$ cat src/debug_link_cfg.svh
// Constants of the single-wire debug link: cycle counts and widths.
// Assumes one clock domain, the debug serial clock at 25 MHz.
`ifndef DEBUG_LINK_CFG_SVH
`define DEBUG_LINK_CFG_SVH

// Serial clock period in ns
`define SERIAL_CLK_NS 40
// Low longer than this many cycles is a timing-reference request
`define SYNC_MIN_CYC 10'h080
// Wait after the line returns high before answering
`define SYNC_DELAY_CYC 10'h010
// Length of the low response pulse
`define SYNC_RESP_CYC 10'h080
// Gap between falling edges that ends an open transfer
`define TIMEOUT_CYC 10'h200
// Low shorter than this many cycles reads as a one
`define BIT_SAMPLE_CYC 10'h00A
// Counter width and its saturation value
`define CNT_W 10
`define CNT_MAX 10'h3FF
// Depth of the instruction tag queue
`define TAGQ_DEPTH 3
// Received bit buffer
`define FIFO_WIDTH 1
`define FIFO_DEPTH 8

`endif

$ cat src/debug_link_pkg.sv
// Types shared by the debug link block.
// Assumes debug_link_cfg.svh is on the include path.
`include "debug_link_cfg.svh"

package debug_link_pkg;

    typedef enum logic [2:0] {
        LINK_IDLE,
        LINK_LOW,
        SYNC_WAIT_HIGH,
        SYNC_DELAY,
        SYNC_DRIVE,
        SYNC_SPEEDUP,
        LINK_TAGGING
    } link_state_t;

    typedef struct packed {
        link_state_t state;
        logic [`CNT_W-1:0] cnt;
        logic line_prev;
        logic line_out;
        logic line_oe;
        logic pend_valid;
        logic pend_bit;
        logic soft_reset;
        logic handshake_cancel;
        logic ack_enabled;
        logic ack_seen;
        logic external_bus_clock_prev;
        logic [1:0] tag_hold;
        logic [`TAGQ_DEPTH-1:0][1:0] tagq;
        logic step_pending;
        logic run_one_req;
        logic stack_irq_req;
        logic enter_debug;
    } link_regs_t;

endpackage

$ cat src/bit_fifo.sv
// Small synchronous FIFO with valid/ready on both sides.
// Assumes one clock and an active-low reset already synchronised.
`timescale 1ns/1ps

module bit_fifo #(
    parameter int WIDTH = 1,
    parameter int DEPTH = 8
) (
    // Clock and reset
    input wire logic clk,
    input wire logic rst_n,
    input wire logic flush,
    // Fill side
    input wire logic in_valid,
    input wire logic [WIDTH-1:0] in_data,
    output logic in_ready,
    // Drain side
    output logic out_valid,
    output logic [WIDTH-1:0] out_data,
    input wire logic out_ready
);
    localparam int AW = $clog2(DEPTH);

    logic [WIDTH-1:0] mem [DEPTH];
    logic [AW-1:0] wr_ptr;
    logic [AW-1:0] rd_ptr;
    logic [AW:0] count;
    logic push;
    logic pop;

    assign in_ready = (count != (AW+1)'(DEPTH));
    assign push = in_valid && in_ready;
    // Register stage is refilled whenever it is empty or being taken
    assign pop = (count != '0) && (!out_valid || out_ready);

    always_ff @(posedge clk) begin
        if (push) begin
            mem[wr_ptr] <= in_data;
        end
    end

    always_ff @(posedge clk or negedge rst_n) begin
        if (!rst_n) begin
            wr_ptr <= '0;
            rd_ptr <= '0;
            count <= '0;
            out_valid <= 1'b0;
            out_data <= '0;
        end else if (flush) begin
            wr_ptr <= '0;
            rd_ptr <= '0;
            count <= '0;
            out_valid <= 1'b0;
        end else begin
            if (push) begin
                wr_ptr <= (wr_ptr == AW'(DEPTH-1)) ? '0 : wr_ptr + 1'b1;
            end
            if (pop) begin
                rd_ptr <= (rd_ptr == AW'(DEPTH-1)) ? '0 : rd_ptr + 1'b1;
                out_data <= mem[rd_ptr];
                out_valid <= 1'b1;
            end else if (out_ready) begin
                out_valid <= 1'b0;
            end
            count <= count + (AW+1)'(push) - (AW+1)'(pop);
        end
    end
endmodule

$ cat src/single_wire_debug_sync_timeout.sv
// Debug line front end: timing-reference answer, serial time-out,
// single step and instruction tagging of the on-chip debug controller.
// Assumes all inputs synchronous to sys_clk; the command decoder sits
// outside and drains received bits from the buffer.
//
// Notes on behaviour
// - On a request, drop any partial command or bit, wait for line high.
// - After line high, wait 16 cycles, then drive low 128 cycles.
// - After the low answer, drive high exactly one cycle, then release.
// - After the answer, next falling edge starts a command or a request.
// - A request during a pending handshake cancels that handshake.
// - Single step leaves debug firmware, runs one instruction, returns.
// - With an interrupt pending, single step only stacks, runs nothing.
// - Tags travel in the queue; tagged head enters debug, not executed.
// - Tagging ends when debug mode starts; commands ignored while tagging.
// - Tag-and-run turns strobe pin and debug line into tag inputs.
// - Tag inputs sampled on bus clock fall; a zero tags that byte.
// - High tagging always works; low tagging only with strobe enabled.
// - Low over 128 cycles is a request; wait for rise without limit.
// - Short low is a bit; in an open transfer, no new fall in 512 cycles soft-resets.
// - Without handshake, read data unretrieved 512 cycles is discarded.
// - With handshake, read time-out waits for the handshake pulse.
// - Open transfer with gap over 512 cycles soft-resets.
// - Restart from clock-stopping wait soft-resets and disables handshake.
// - Inactive in stop; restart from stop soft-resets, disables handshake.
// - Handshake starts disabled after reset.
`timescale 1ns/1ps
`include "debug_link_cfg.svh"

module single_wire_debug_sync_timeout
    import debug_link_pkg::*;
(
    // Clock and reset
    input wire logic sys_clk,
    input wire logic rst_n,
    // Debug line pin
    input wire logic debug_line_in,
    output logic debug_line_out,
    output logic debug_line_oe,
    // Shared tag pins and bus clock
    input wire logic low_byte_strobe_in,
    input wire logic low_strobe_enable,
    input wire logic external_bus_clock,
    // Received bits towards the command decoder
    output logic bit_valid,
    output logic bit_value,
    input wire logic bit_ready,
    // Command decoder status
    input wire logic xfer_open,
    input wire logic read_wait,
    input wire logic ack_issued,
    input wire logic ack_enable_cmd,
    input wire logic ack_disable_cmd,
    // Link status
    output logic soft_reset,
    output logic handshake_cancel,
    output logic ack_enabled,
    output logic tagging_active,
    // Processor control
    input wire logic debug_active,
    input wire logic single_step_command,
    input wire logic tag_and_run_command,
    input wire logic irq_pending,
    input wire logic insn_boundary,
    input wire logic queue_load,
    input wire logic queue_head_exec,
    output logic run_one_req,
    output logic stack_irq_req,
    output logic enter_debug,
    // Low-power exits
    input wire logic wait_clock_restart,
    input wire logic stop_mode,
    input wire logic stop_clock_restart
);

    // ------------------------------------------------------------
    // Reset release
    // ------------------------------------------------------------
    logic rst_meta_n;
    logic rst_sync_n;

    always_ff @(posedge sys_clk or negedge rst_n) begin
        if (!rst_n) begin
            rst_meta_n <= 1'b0;
            rst_sync_n <= 1'b0;
        end else begin
            rst_meta_n <= 1'b1;
            rst_sync_n <= rst_meta_n;
        end
    end

    // ------------------------------------------------------------
    // Received bit buffer
    // ------------------------------------------------------------
    link_regs_t s;
    link_regs_t next_s;
    logic fifo_in_ready;

    bit_fifo #(
        .WIDTH(`FIFO_WIDTH),
        .DEPTH(`FIFO_DEPTH)
    ) u_bit_fifo (
        .clk(sys_clk),
        .rst_n(rst_sync_n),
        .flush(s.soft_reset),
        .in_valid(s.pend_valid),
        .in_data(s.pend_bit),
        .in_ready(fifo_in_ready),
        .out_valid(bit_valid),
        .out_data(bit_value),
        .out_ready(bit_ready)
    );

    // ------------------------------------------------------------
    // Next state
    // ------------------------------------------------------------
    logic line_fall;
    logic external_bus_clock_fall;
    logic suspend;
    logic timeout;

    always_comb begin
        line_fall = s.line_prev && !debug_line_in;
        external_bus_clock_fall = s.external_bus_clock_prev && !external_bus_clock;
        // Read time-out held off until the handshake pulse has gone out
        suspend = s.ack_enabled && read_wait && !s.ack_seen;
        timeout = xfer_open && !suspend
                  && (s.cnt > `TIMEOUT_CYC);

        next_s = s;
        next_s.line_prev = debug_line_in;
        next_s.external_bus_clock_prev = external_bus_clock;
        next_s.soft_reset = 1'b0;
        next_s.handshake_cancel = 1'b0;
        next_s.run_one_req = 1'b0;
        next_s.stack_irq_req = 1'b0;
        next_s.enter_debug = 1'b0;
        if (s.cnt != `CNT_MAX) begin
            next_s.cnt = s.cnt + 1'b1;
        end
        if (s.pend_valid && fifo_in_ready) begin
            next_s.pend_valid = 1'b0;
        end

        // Handshake enable and its time-out bookkeeping
        if (ack_enable_cmd) begin
            next_s.ack_enabled = 1'b1;
        end else if (ack_disable_cmd) begin
            next_s.ack_enabled = 1'b0;
        end
        if (!read_wait) begin
            next_s.ack_seen = 1'b0;
        end
        if (ack_issued) begin
            next_s.ack_seen = 1'b1;
            next_s.cnt = '0;
        end

        case (s.state)
            LINK_IDLE: begin
                if (line_fall) begin
                    next_s.state = LINK_LOW;
                    next_s.cnt = '0;
                end else if (timeout) begin
                    next_s.soft_reset = 1'b1;
                    next_s.pend_valid = 1'b0;
                end
            end
            LINK_LOW: begin
                if (s.cnt > `SYNC_MIN_CYC) begin
                    // Request seen: drop partial work and any handshake
                    next_s.state = SYNC_WAIT_HIGH;
                    next_s.soft_reset = 1'b1;
                    next_s.handshake_cancel = 1'b1;
                    next_s.pend_valid = 1'b0;
                end else if (debug_line_in && !next_s.pend_valid) begin
                    next_s.state = LINK_IDLE;
                    next_s.pend_valid = 1'b1;
                    next_s.pend_bit = (s.cnt < `BIT_SAMPLE_CYC);
                end
            end
            SYNC_WAIT_HIGH: begin
                if (debug_line_in) begin
                    next_s.state = SYNC_DELAY;
                    next_s.cnt = '0;
                end
            end
            SYNC_DELAY: begin
                if (s.cnt == `SYNC_DELAY_CYC - 1'b1) begin
                    next_s.state = SYNC_DRIVE;
                    next_s.cnt = '0;
                    next_s.line_oe = 1'b1;
                    next_s.line_out = 1'b0;
                end
            end
            SYNC_DRIVE: begin
                if (s.cnt == `SYNC_RESP_CYC - 1'b1) begin
                    next_s.state = SYNC_SPEEDUP;
                    next_s.line_out = 1'b1;
                end
            end
            SYNC_SPEEDUP: begin
                next_s.state = LINK_IDLE;
                next_s.line_oe = 1'b0;
                next_s.line_prev = 1'b1;
                next_s.cnt = '0;
            end
            LINK_TAGGING: begin
                // Debug line is a tag input here, not a command line
                if (external_bus_clock_fall) begin
                    next_s.tag_hold[1] = s.tag_hold[1] | !debug_line_in;
                    next_s.tag_hold[0] = s.tag_hold[0]
                        | (!low_byte_strobe_in && low_strobe_enable);
                end
                if (debug_active) begin
                    next_s.state = LINK_IDLE;
                    next_s.tag_hold = '0;
                    next_s.line_prev = 1'b1;
                    next_s.cnt = '0;
                end
            end
            default: begin
                next_s.state = LINK_IDLE;
            end
        endcase

        // Tagging start takes both pins as tag inputs
        if (tag_and_run_command && s.state == LINK_IDLE) begin
            next_s.state = LINK_TAGGING;
            next_s.tag_hold = '0;
        end

        // Tags follow their instruction words through the queue
        if (queue_load) begin
            next_s.tagq = {s.tagq[`TAGQ_DEPTH-2:0], s.tag_hold};
            next_s.tag_hold = '0;
        end
        if (queue_head_exec && s.tagq[`TAGQ_DEPTH-1] != 2'h0) begin
            next_s.enter_debug = 1'b1;
        end

        // Single step from active debug mode
        if (single_step_command && debug_active) begin
            next_s.step_pending = 1'b1;
            if (irq_pending) begin
                next_s.stack_irq_req = 1'b1;
            end else begin
                next_s.run_one_req = 1'b1;
            end
        end else if (insn_boundary && s.step_pending) begin
            next_s.step_pending = 1'b0;
            next_s.enter_debug = 1'b1;
        end

        // Stop freezes the link; leaving wait or stop clears it
        if (stop_mode) begin
            next_s = s;
            next_s.line_oe = 1'b0;
            next_s.soft_reset = 1'b0;
            next_s.handshake_cancel = 1'b0;
            next_s.run_one_req = 1'b0;
            next_s.stack_irq_req = 1'b0;
            next_s.enter_debug = 1'b0;
        end else if (wait_clock_restart || stop_clock_restart) begin
            next_s.state = LINK_IDLE;
            next_s.soft_reset = 1'b1;
            next_s.ack_enabled = 1'b0;
            next_s.ack_seen = 1'b0;
            next_s.pend_valid = 1'b0;
            next_s.line_oe = 1'b0;
            next_s.line_prev = 1'b1;
            next_s.cnt = '0;
        end
    end

    // ------------------------------------------------------------
    // State register
    // ------------------------------------------------------------
    always_ff @(posedge sys_clk or negedge rst_sync_n) begin
        if (!rst_sync_n) begin
            s <= '0;
            s.state <= LINK_IDLE;
            s.line_prev <= 1'b1;
            s.external_bus_clock_prev <= 1'b1;
            s.ack_enabled <= 1'b0;
        end else begin
            s <= next_s;
        end
    end

    assign debug_line_out = s.line_out;
    assign debug_line_oe = s.line_oe;
    assign soft_reset = s.soft_reset;
    assign handshake_cancel = s.handshake_cancel;
    assign ack_enabled = s.ack_enabled;
    assign tagging_active = (s.state == LINK_TAGGING);
    assign run_one_req = s.run_one_req;
    assign stack_irq_req = s.stack_irq_req;
    assign enter_debug = s.enter_debug;

    logic [`CNT_W-1:0] low_run;
    always_ff @(posedge sys_clk or negedge rst_sync_n) begin
        if (!rst_sync_n) begin
            low_run <= '0;
        end else if (s.line_oe && !s.line_out) begin
            low_run <= low_run + 1'b1;
        end else begin
            low_run <= '0;
        end
    end
endmodule

$ cat config.mk
export PLATFORM = sky130hd
export DESIGN_NAME = single_wire_debug_sync_timeout
export DESIGN_NICKNAME = d
export VERILOG_FILES = /design/src/debug_link_pkg.sv /design/src/bit_fifo.sv /design/src/single_wire_debug_sync_timeout.sv
export VERILOG_INCLUDE_DIRS = /design/src /design/src/src
export SDC_FILE = /design/constraint.sdc
export NUM_CORES = 1
export LEC_CHECK = 0
export ABC_AREA = 1
export BUFFER_PORTS_ARGS = -buffer_cell sky130_fd_sc_hd__buf_4
export CAP_MARGIN = 20
export CORE_ASPECT_RATIO = 1.2
export CORE_MARGIN = 2
export CORE_UTILIZATION = 43
export DETAILED_ROUTE_END_ITERATION = 10
export RECOVER_POWER = 100
export SLEW_MARGIN = 10
export SYNTH_ARGS = -nofsm -noshare
export SYNTH_HDL_FRONTEND = slang
export SYNTH_HIERARCHICAL = 1
export SYNTH_SLANG_ARGS = --single-unit
$ cat constraint.sdc
create_clock -name sys_clk -period 1.5 [get_ports sys_clk]
set_clock_uncertainty 0.05 [all_clocks]
set_input_delay 0.15 -clock sys_clk [delete_from_list [all_inputs] [get_ports sys_clk]]
set_output_delay 0.15 -clock sys_clk [all_outputs]
set_load 0.005 [all_outputs]
# Word-level counts from Yosys, hierarchy flattened
# Memory sizes are Yosys's and may differ from the RTL's. A register that Yosys moved wholly into a read port is not among the register bits.
# Cells that the tools add are included.
[op_classes]
addsub = 5
n_lt_le_gt_ge = 3
eq_ne = 22
mux = 65
bitwise = 5
reduce_logical = 46
[op_table]
columns = ["op", "count"]
rows = [
  ["$pmux W10 S5", 1],
  ["$mux W13", 3],
  ["$mux W3", 11],
  ["$mux W14", 2],
  ["$mux W1", 27],
  ["$mux W2", 11],
  ["$mux W10", 2],
  ["$ne A4 B4 Y1 const B", 5],
  ["$pmux W3 S6", 1],
  ["$eq A3 B3 Y1 const B", 5],
  ["$logic_and A1 B1 Y1", 14],
  ["$reduce_and A2 Y1", 6],
  ["$reduce_bool A4 Y1", 3],
  ["$add A10 B1 Y10 const B", 1],
  ["$eq A10 B4 Y1 const B", 1],
  ["$eq A10 B7 Y1 const B", 1],
  ["$gt A10 B10 Y1 const B", 1],
  ["$gt A10 B8 Y1 const B", 1],
  ["$lt A10 B4 Y1 const B", 1],
  ["$ne A10 B10 Y1 const B", 1],
  ["$pmux W1 S2", 5],
  ["$reduce_bool A2 Y1", 5],
  ["$reduce_bool A3 Y1", 3],
  ["$logic_not A1 Y1", 8],
  ["other kinds (19)", 27],
]
[totals]
register_bits = 48
ram_bits = 8
inputBits = 22
output_inout_bits = 11
word_cells = 173
mem_count = 1
[mem_list]
columns = ["memory", "words", "word_bits", "read_ports", "rd_clocked_by_memory_dff", "write_ports", "line_no", "source"]
rows = [
  ["u_bit_fifo.mem", 8, 1, 1, 1, 1, "bit_fifo.sv:24", "logic [WIDTH-1:0] mem [DEPTH];"],
]

# Depth between registers and ports, before layout
[depth]
word_depth = 10
mapped_depth = 13
mapped_depth_nobuf = 13

# Cells and area by module
# The synthesis kept the hierarchy.
[modules_own_cells]
columns = ["module", "instances", "cells_each", "area_per_inst_um2", "seq_area_each_um2"]
rows = [
  ["single_wire_debug_sync_timeout", 1, 271, 2060.7, 928.4],
  ["bit_fifo", 1, 125, 1091.0, 540.5],
]

# Worst setup path after synthesis
# OpenSTA, ideal clock, no wires.
[synth_path]
path_kind = "register to register"
from = "reg u_bit_fifo.count[2]"
to = "reg u_bit_fifo.count[2]"
setup_ps = 122
arrival_time_ps = 1680
t_required_ps = 1328
path_slack_ps = -353
path_stages_with_launch = 12
path_buffers = 0
period_less_slack_ps = 1853
path_cell_list = "dfrtp_1 inv_1 ha_1 nand3_2 nand2_2 inv_2 nand2_1 nand2_1 ha_1 fa_1 xnor2_1 nor2_1"
[synth_via]
elab_chain_cells = 5
elab_cells_between_ends = 7
cone_classes = "add/sub (2); eq/ne (1); mux (1); reduce/logical (3)"
[synth_lines]
columns = ["element", "line_no", "source"]
rows = [
  ["start: declaration", "bit_fifo.sv:27", "logic [AW:0] count;"],
  ["start signal: assignment", "bit_fifo.sv:65", "count <= count + (AW+1)'(push) - (AW+1)'(pop);"],
  ["$ne A4 B4 Y1", "bit_fifo.sv:31", "assign in_ready = (count != (AW+1)'(DEPTH));"],
  ["via fifo_in_ready", "single_wire_debug_sync_timeout.sv:97", "logic fifo_in_ready;"],
  ["$logic_and A1 B1 Y1", "bit_fifo.sv:32", "assign push = in_valid && in_ready;"],
  ["$add A4 B1 Y4", "bit_fifo.sv:65", ""],
  ["$sub A4 B1 Y4", "bit_fifo.sv:65", ""],
  ["$mux W4", "bit_fifo.sv:49", "end else if (flush) begin"],
]
# The timed path passes the listed nets, and every way through them passes these cells.
# A chain may end at the register's enable or synchronous reset.

# Worst setup path after layout
[layout_path]
from = "reg u_bit_fifo.count[3]"
to = "reg u_bit_fifo.count[1]"
# Same word-level chain as after synthesis.

==> results by group <==
Timing
  • Slew at the pin closest to its max-slew limit: 1.164 ns
  • RSZ-0062 raised after global routing: yes
  • Fmax achieved: 528.9 MHz
  • Relative slew margins: approximately 22%
  • Fin. Hold Viols: 0
  • Fin crit period: 1.891 ns
  • Final count of negative-setup-slack endpoints: 28
  • Fin crit share: 126.1%
  • Setup Total Neg Slack: -3.560 ns
  • Setup WS post-layout: -0.3908 ns
  • Max Transition Viols Final: 0

Synthesis
  • Largest cells by area after synthesis: dfrtp_1, nand2_1, edfxtp_1
  • Post-synth top area cell: dfrtp_1
  • Synthesized cell area: between 3000 and 4000 um^2
  • Cells after synthesis: 396
  • Post-synth EDFFs: 8
  • Most common cell in the synthesized netlist: nand2_1
  • Top cells by instance count after synthesis: nand2_1, inv_1, dfrtp_1
  • Yosys warning total: 6
  • Synth Register Bits: 57
  • Yosys top cell area share: a little under two fifths
  • Synthesized area per cell: 7.959 um^2
  • Yosys cell types: 37
  • Syn nets: 430
  • FFs w/ async S/R, synth: 85.96%
  • Ys flop type: dfrtp_1
  • Seq/Total Area, Yosys: 46.61%

Route
  • Final ANT Viol Nets: 0
  • Total Wirelength: 7.533 mm
  • Vias per inst: around 4.9
  • DR vias: approximately 2900
  • First-pass DRT Iterations: 4
  • Wire per inst: ~13 um
  • DRC errors left: 0
  • Detailed Route Iter0 Violations: 85

CTS
  • CTS root buf: clkbuf_8
  • Clock Path Buffers: 2
  • CTS tree: done
  • H-Tree Depth: 3
  • Num CTS Buffers: 9
  • Clock sinks: 57
  • CTS clk-pin slew, worst paths: around 0.07 ns
  • Clk_lat worst skew: 0.34 ns

Worst setup path
  • Crit-path max cell delay: 0.53 ns
  • Worst-path fanout max: 3
  • CP bufs+invs: 2
  • R2r startpoint: u_bit_fifo/count[3]
  • Critical path arrival: around 2.1 ns
  • Crit path required time: 1.72 ns
  • Delay-heaviest family, CP: adder cells
  • CP endpoint kind: register
  • Cell mode on critical path: ha_4
  • Crit path launch: u_bit_fifo/count[3]
  • Slowest-stage cell, CP: fa_2
  • Critical path cell sequence: buf_6, ha_4, nand3_4, nand2_4, nand3_2, nand2_2, ha_4, fa_2, inv_2, nor2_1
  • CP Class: reg -> reg
  • Startpoint class of the critical path: register

Cells and area
  • P&R area growth vs syn: 44.26%
  • Final Instance Area: 4547 um^2
  • Final nets: 528
  • Sequential cell area: 1471 um^2
  • Multi-input logic area: around 1800 um^2
  • Fillers: 606
  • Share of post-route cells with drive strength above 1: 38.88%
  • # diodes: 0

Hold path
  • Hold Startpoint: external_bus_clock
  • Hold/Removal Path Class: in -> reg

Pwr
  • Power Density: 1180 nW/um^2
  • Maximum VDD drop: 0.5714 mV
  • Leakage: 2.227 nW

Global route
  • Largest net degree at the start of global routing: between 40 and 50
  • Vias in the first global route: 2866
  • Total gr overflow: 0
  • Global-route wire length before repair: between 10 and 15 mm
  • Overall Global Routing Usage: between 20% and 30%
  • Initial antenna violation count: 0

Floorplanning
  • Die area: 8034 um^2
  • Core ar.: 7189 um^2
  • Row Count: 34
  • Initial Utilization: 43.84%
  • Top Ports: 33
  • Die Wd: 82.16 um
  • Die H: 97.79 um

Placement
  • # port buffers: 32
  • GPL Wtd Cong: 0.8626
  • Post-Place Cell Area: 3892 um^2
  • Hpwl dp: 5.349 mm

Run status
  • Failing checks: negative setup slack
  • Status: complete, but fails checks

Job
  • Max-cap viol count: 0
[path summary, 6_finish.rpt]
kind | endpoint | slack, ns | cells after the start
worst max-delay path | u_bit_fifo/count[1] | -0.39 | 10
worst min-delay path | s[12] | 0.009 | 3
worst max register to register | u_bit_fifo/count[1] | -0.39 | 10
worst min register to register | rst_sync_n | 0.30 | 0
max in group asynchronous | s[24] | 0.11 | 1
min in group asynchronous | rst_meta_n | 0.07 | 2
[flip-flops by register name, indices dropped and copies added, names as in the netlist, 3 cells and up]
register           count
s                     27
u_bit_fifo/count       4
u_bit_fifo/mem         8
u_bit_fifo/rd_ptr      3
u_bit_fifo/wr_ptr      3
[where the power goes]
| part | total (mW) | internal (mW) | switching (mW) |
|---|---|---|---|
| logic | 1.73 | 0.847 | 0.883 |
| clock network | 1.70 | 1.07 | 0.624 |
| registers | 1.94 | 1.79 | 0.144 |
| total | 5.37 | 3.71 | 1.65 |
[cell families after synthesis]
logic type,after synthesis,synth area share [%]
compound gates,48,8.654
xor+xnor,6,1.667
fa+ha+maj,12,5.002
buf+inv,64,8.019
flops,57,46.61
other cells,1,0.1190
simple gates,208,29.93
[metal layers]
layer  global-route usage [%]  routed length, um  vias to the layer above
li1                         -                  -                     1477
met1                    23.84               3130                     1390
met2                    34.83               4051                       34
met3                    4.251                226                       12
met4                    7.692                126                        0
met5                        0                  0                        -
[final cells by class]
class                   count  share of cell area (%)
repair buffers             94                   15.99
well taps                  90                   2.477
multi-input cells         275                   39.19
inverters                  57                   4.871
clock inverters             2                   1.321
flip-flops and latches     57                   32.36
clock buffers              14                   3.797
[per-stage QoR]
step	hold WS, ns	utilization, %	total power [mW]	cells	worst slack [ns]
2_1_floorplan	-0.1956	-	2.804	396	-0.2829
3_3_place_gp	-0.1171	54.14	3.273	562	-0.2882
3_5_place_dp	-0.1145	54.14	3.337	562	-0.3535
4_1_cts	0.007190	59.71	5.177	584	-0.3361
5_1_grt	0.01809	63.24	5.721	589	-0.4955
6_report	0.009110	63.24	5.366	589	-0.3908
[cell usage in the layout, fill, tap and decap left out, types with 9 or more instances in the layout]
cell type and count:
nand2_1 89, buf_4 73, dfrtp_1 45, inv_1 44
nor2_1 31, nand3_1 23, clkbuf_8 12, o21ai_0 11
nand2_2 11, inv_2 10, nor2_4 9, nor2_2 9
[timing repair]
item | CTS | global route
hold buffers | 2 | 0
gates resized for setup | 31 | 65
endpoints found under the setup margin | 25 | 28
buffers inserted | 4 | 7
hold endpoints to repair | 4 | 0
pin swaps | 16 | 22
gates cloned | 0 | 0
[worst register-to-register path: stages, from the launching register on]
cell,delay (ns)
dfrtp_1,0.39
buf_6,0.12
ha_4,0.15
nand3_4,0.07
nand2_4,0.07
nand3_2,0.08
nand2_2,0.07
ha_4,0.17
fa_2,0.53
inv_2,0.03
nor2_1,0.08
(Power assumes the default switching activity.)
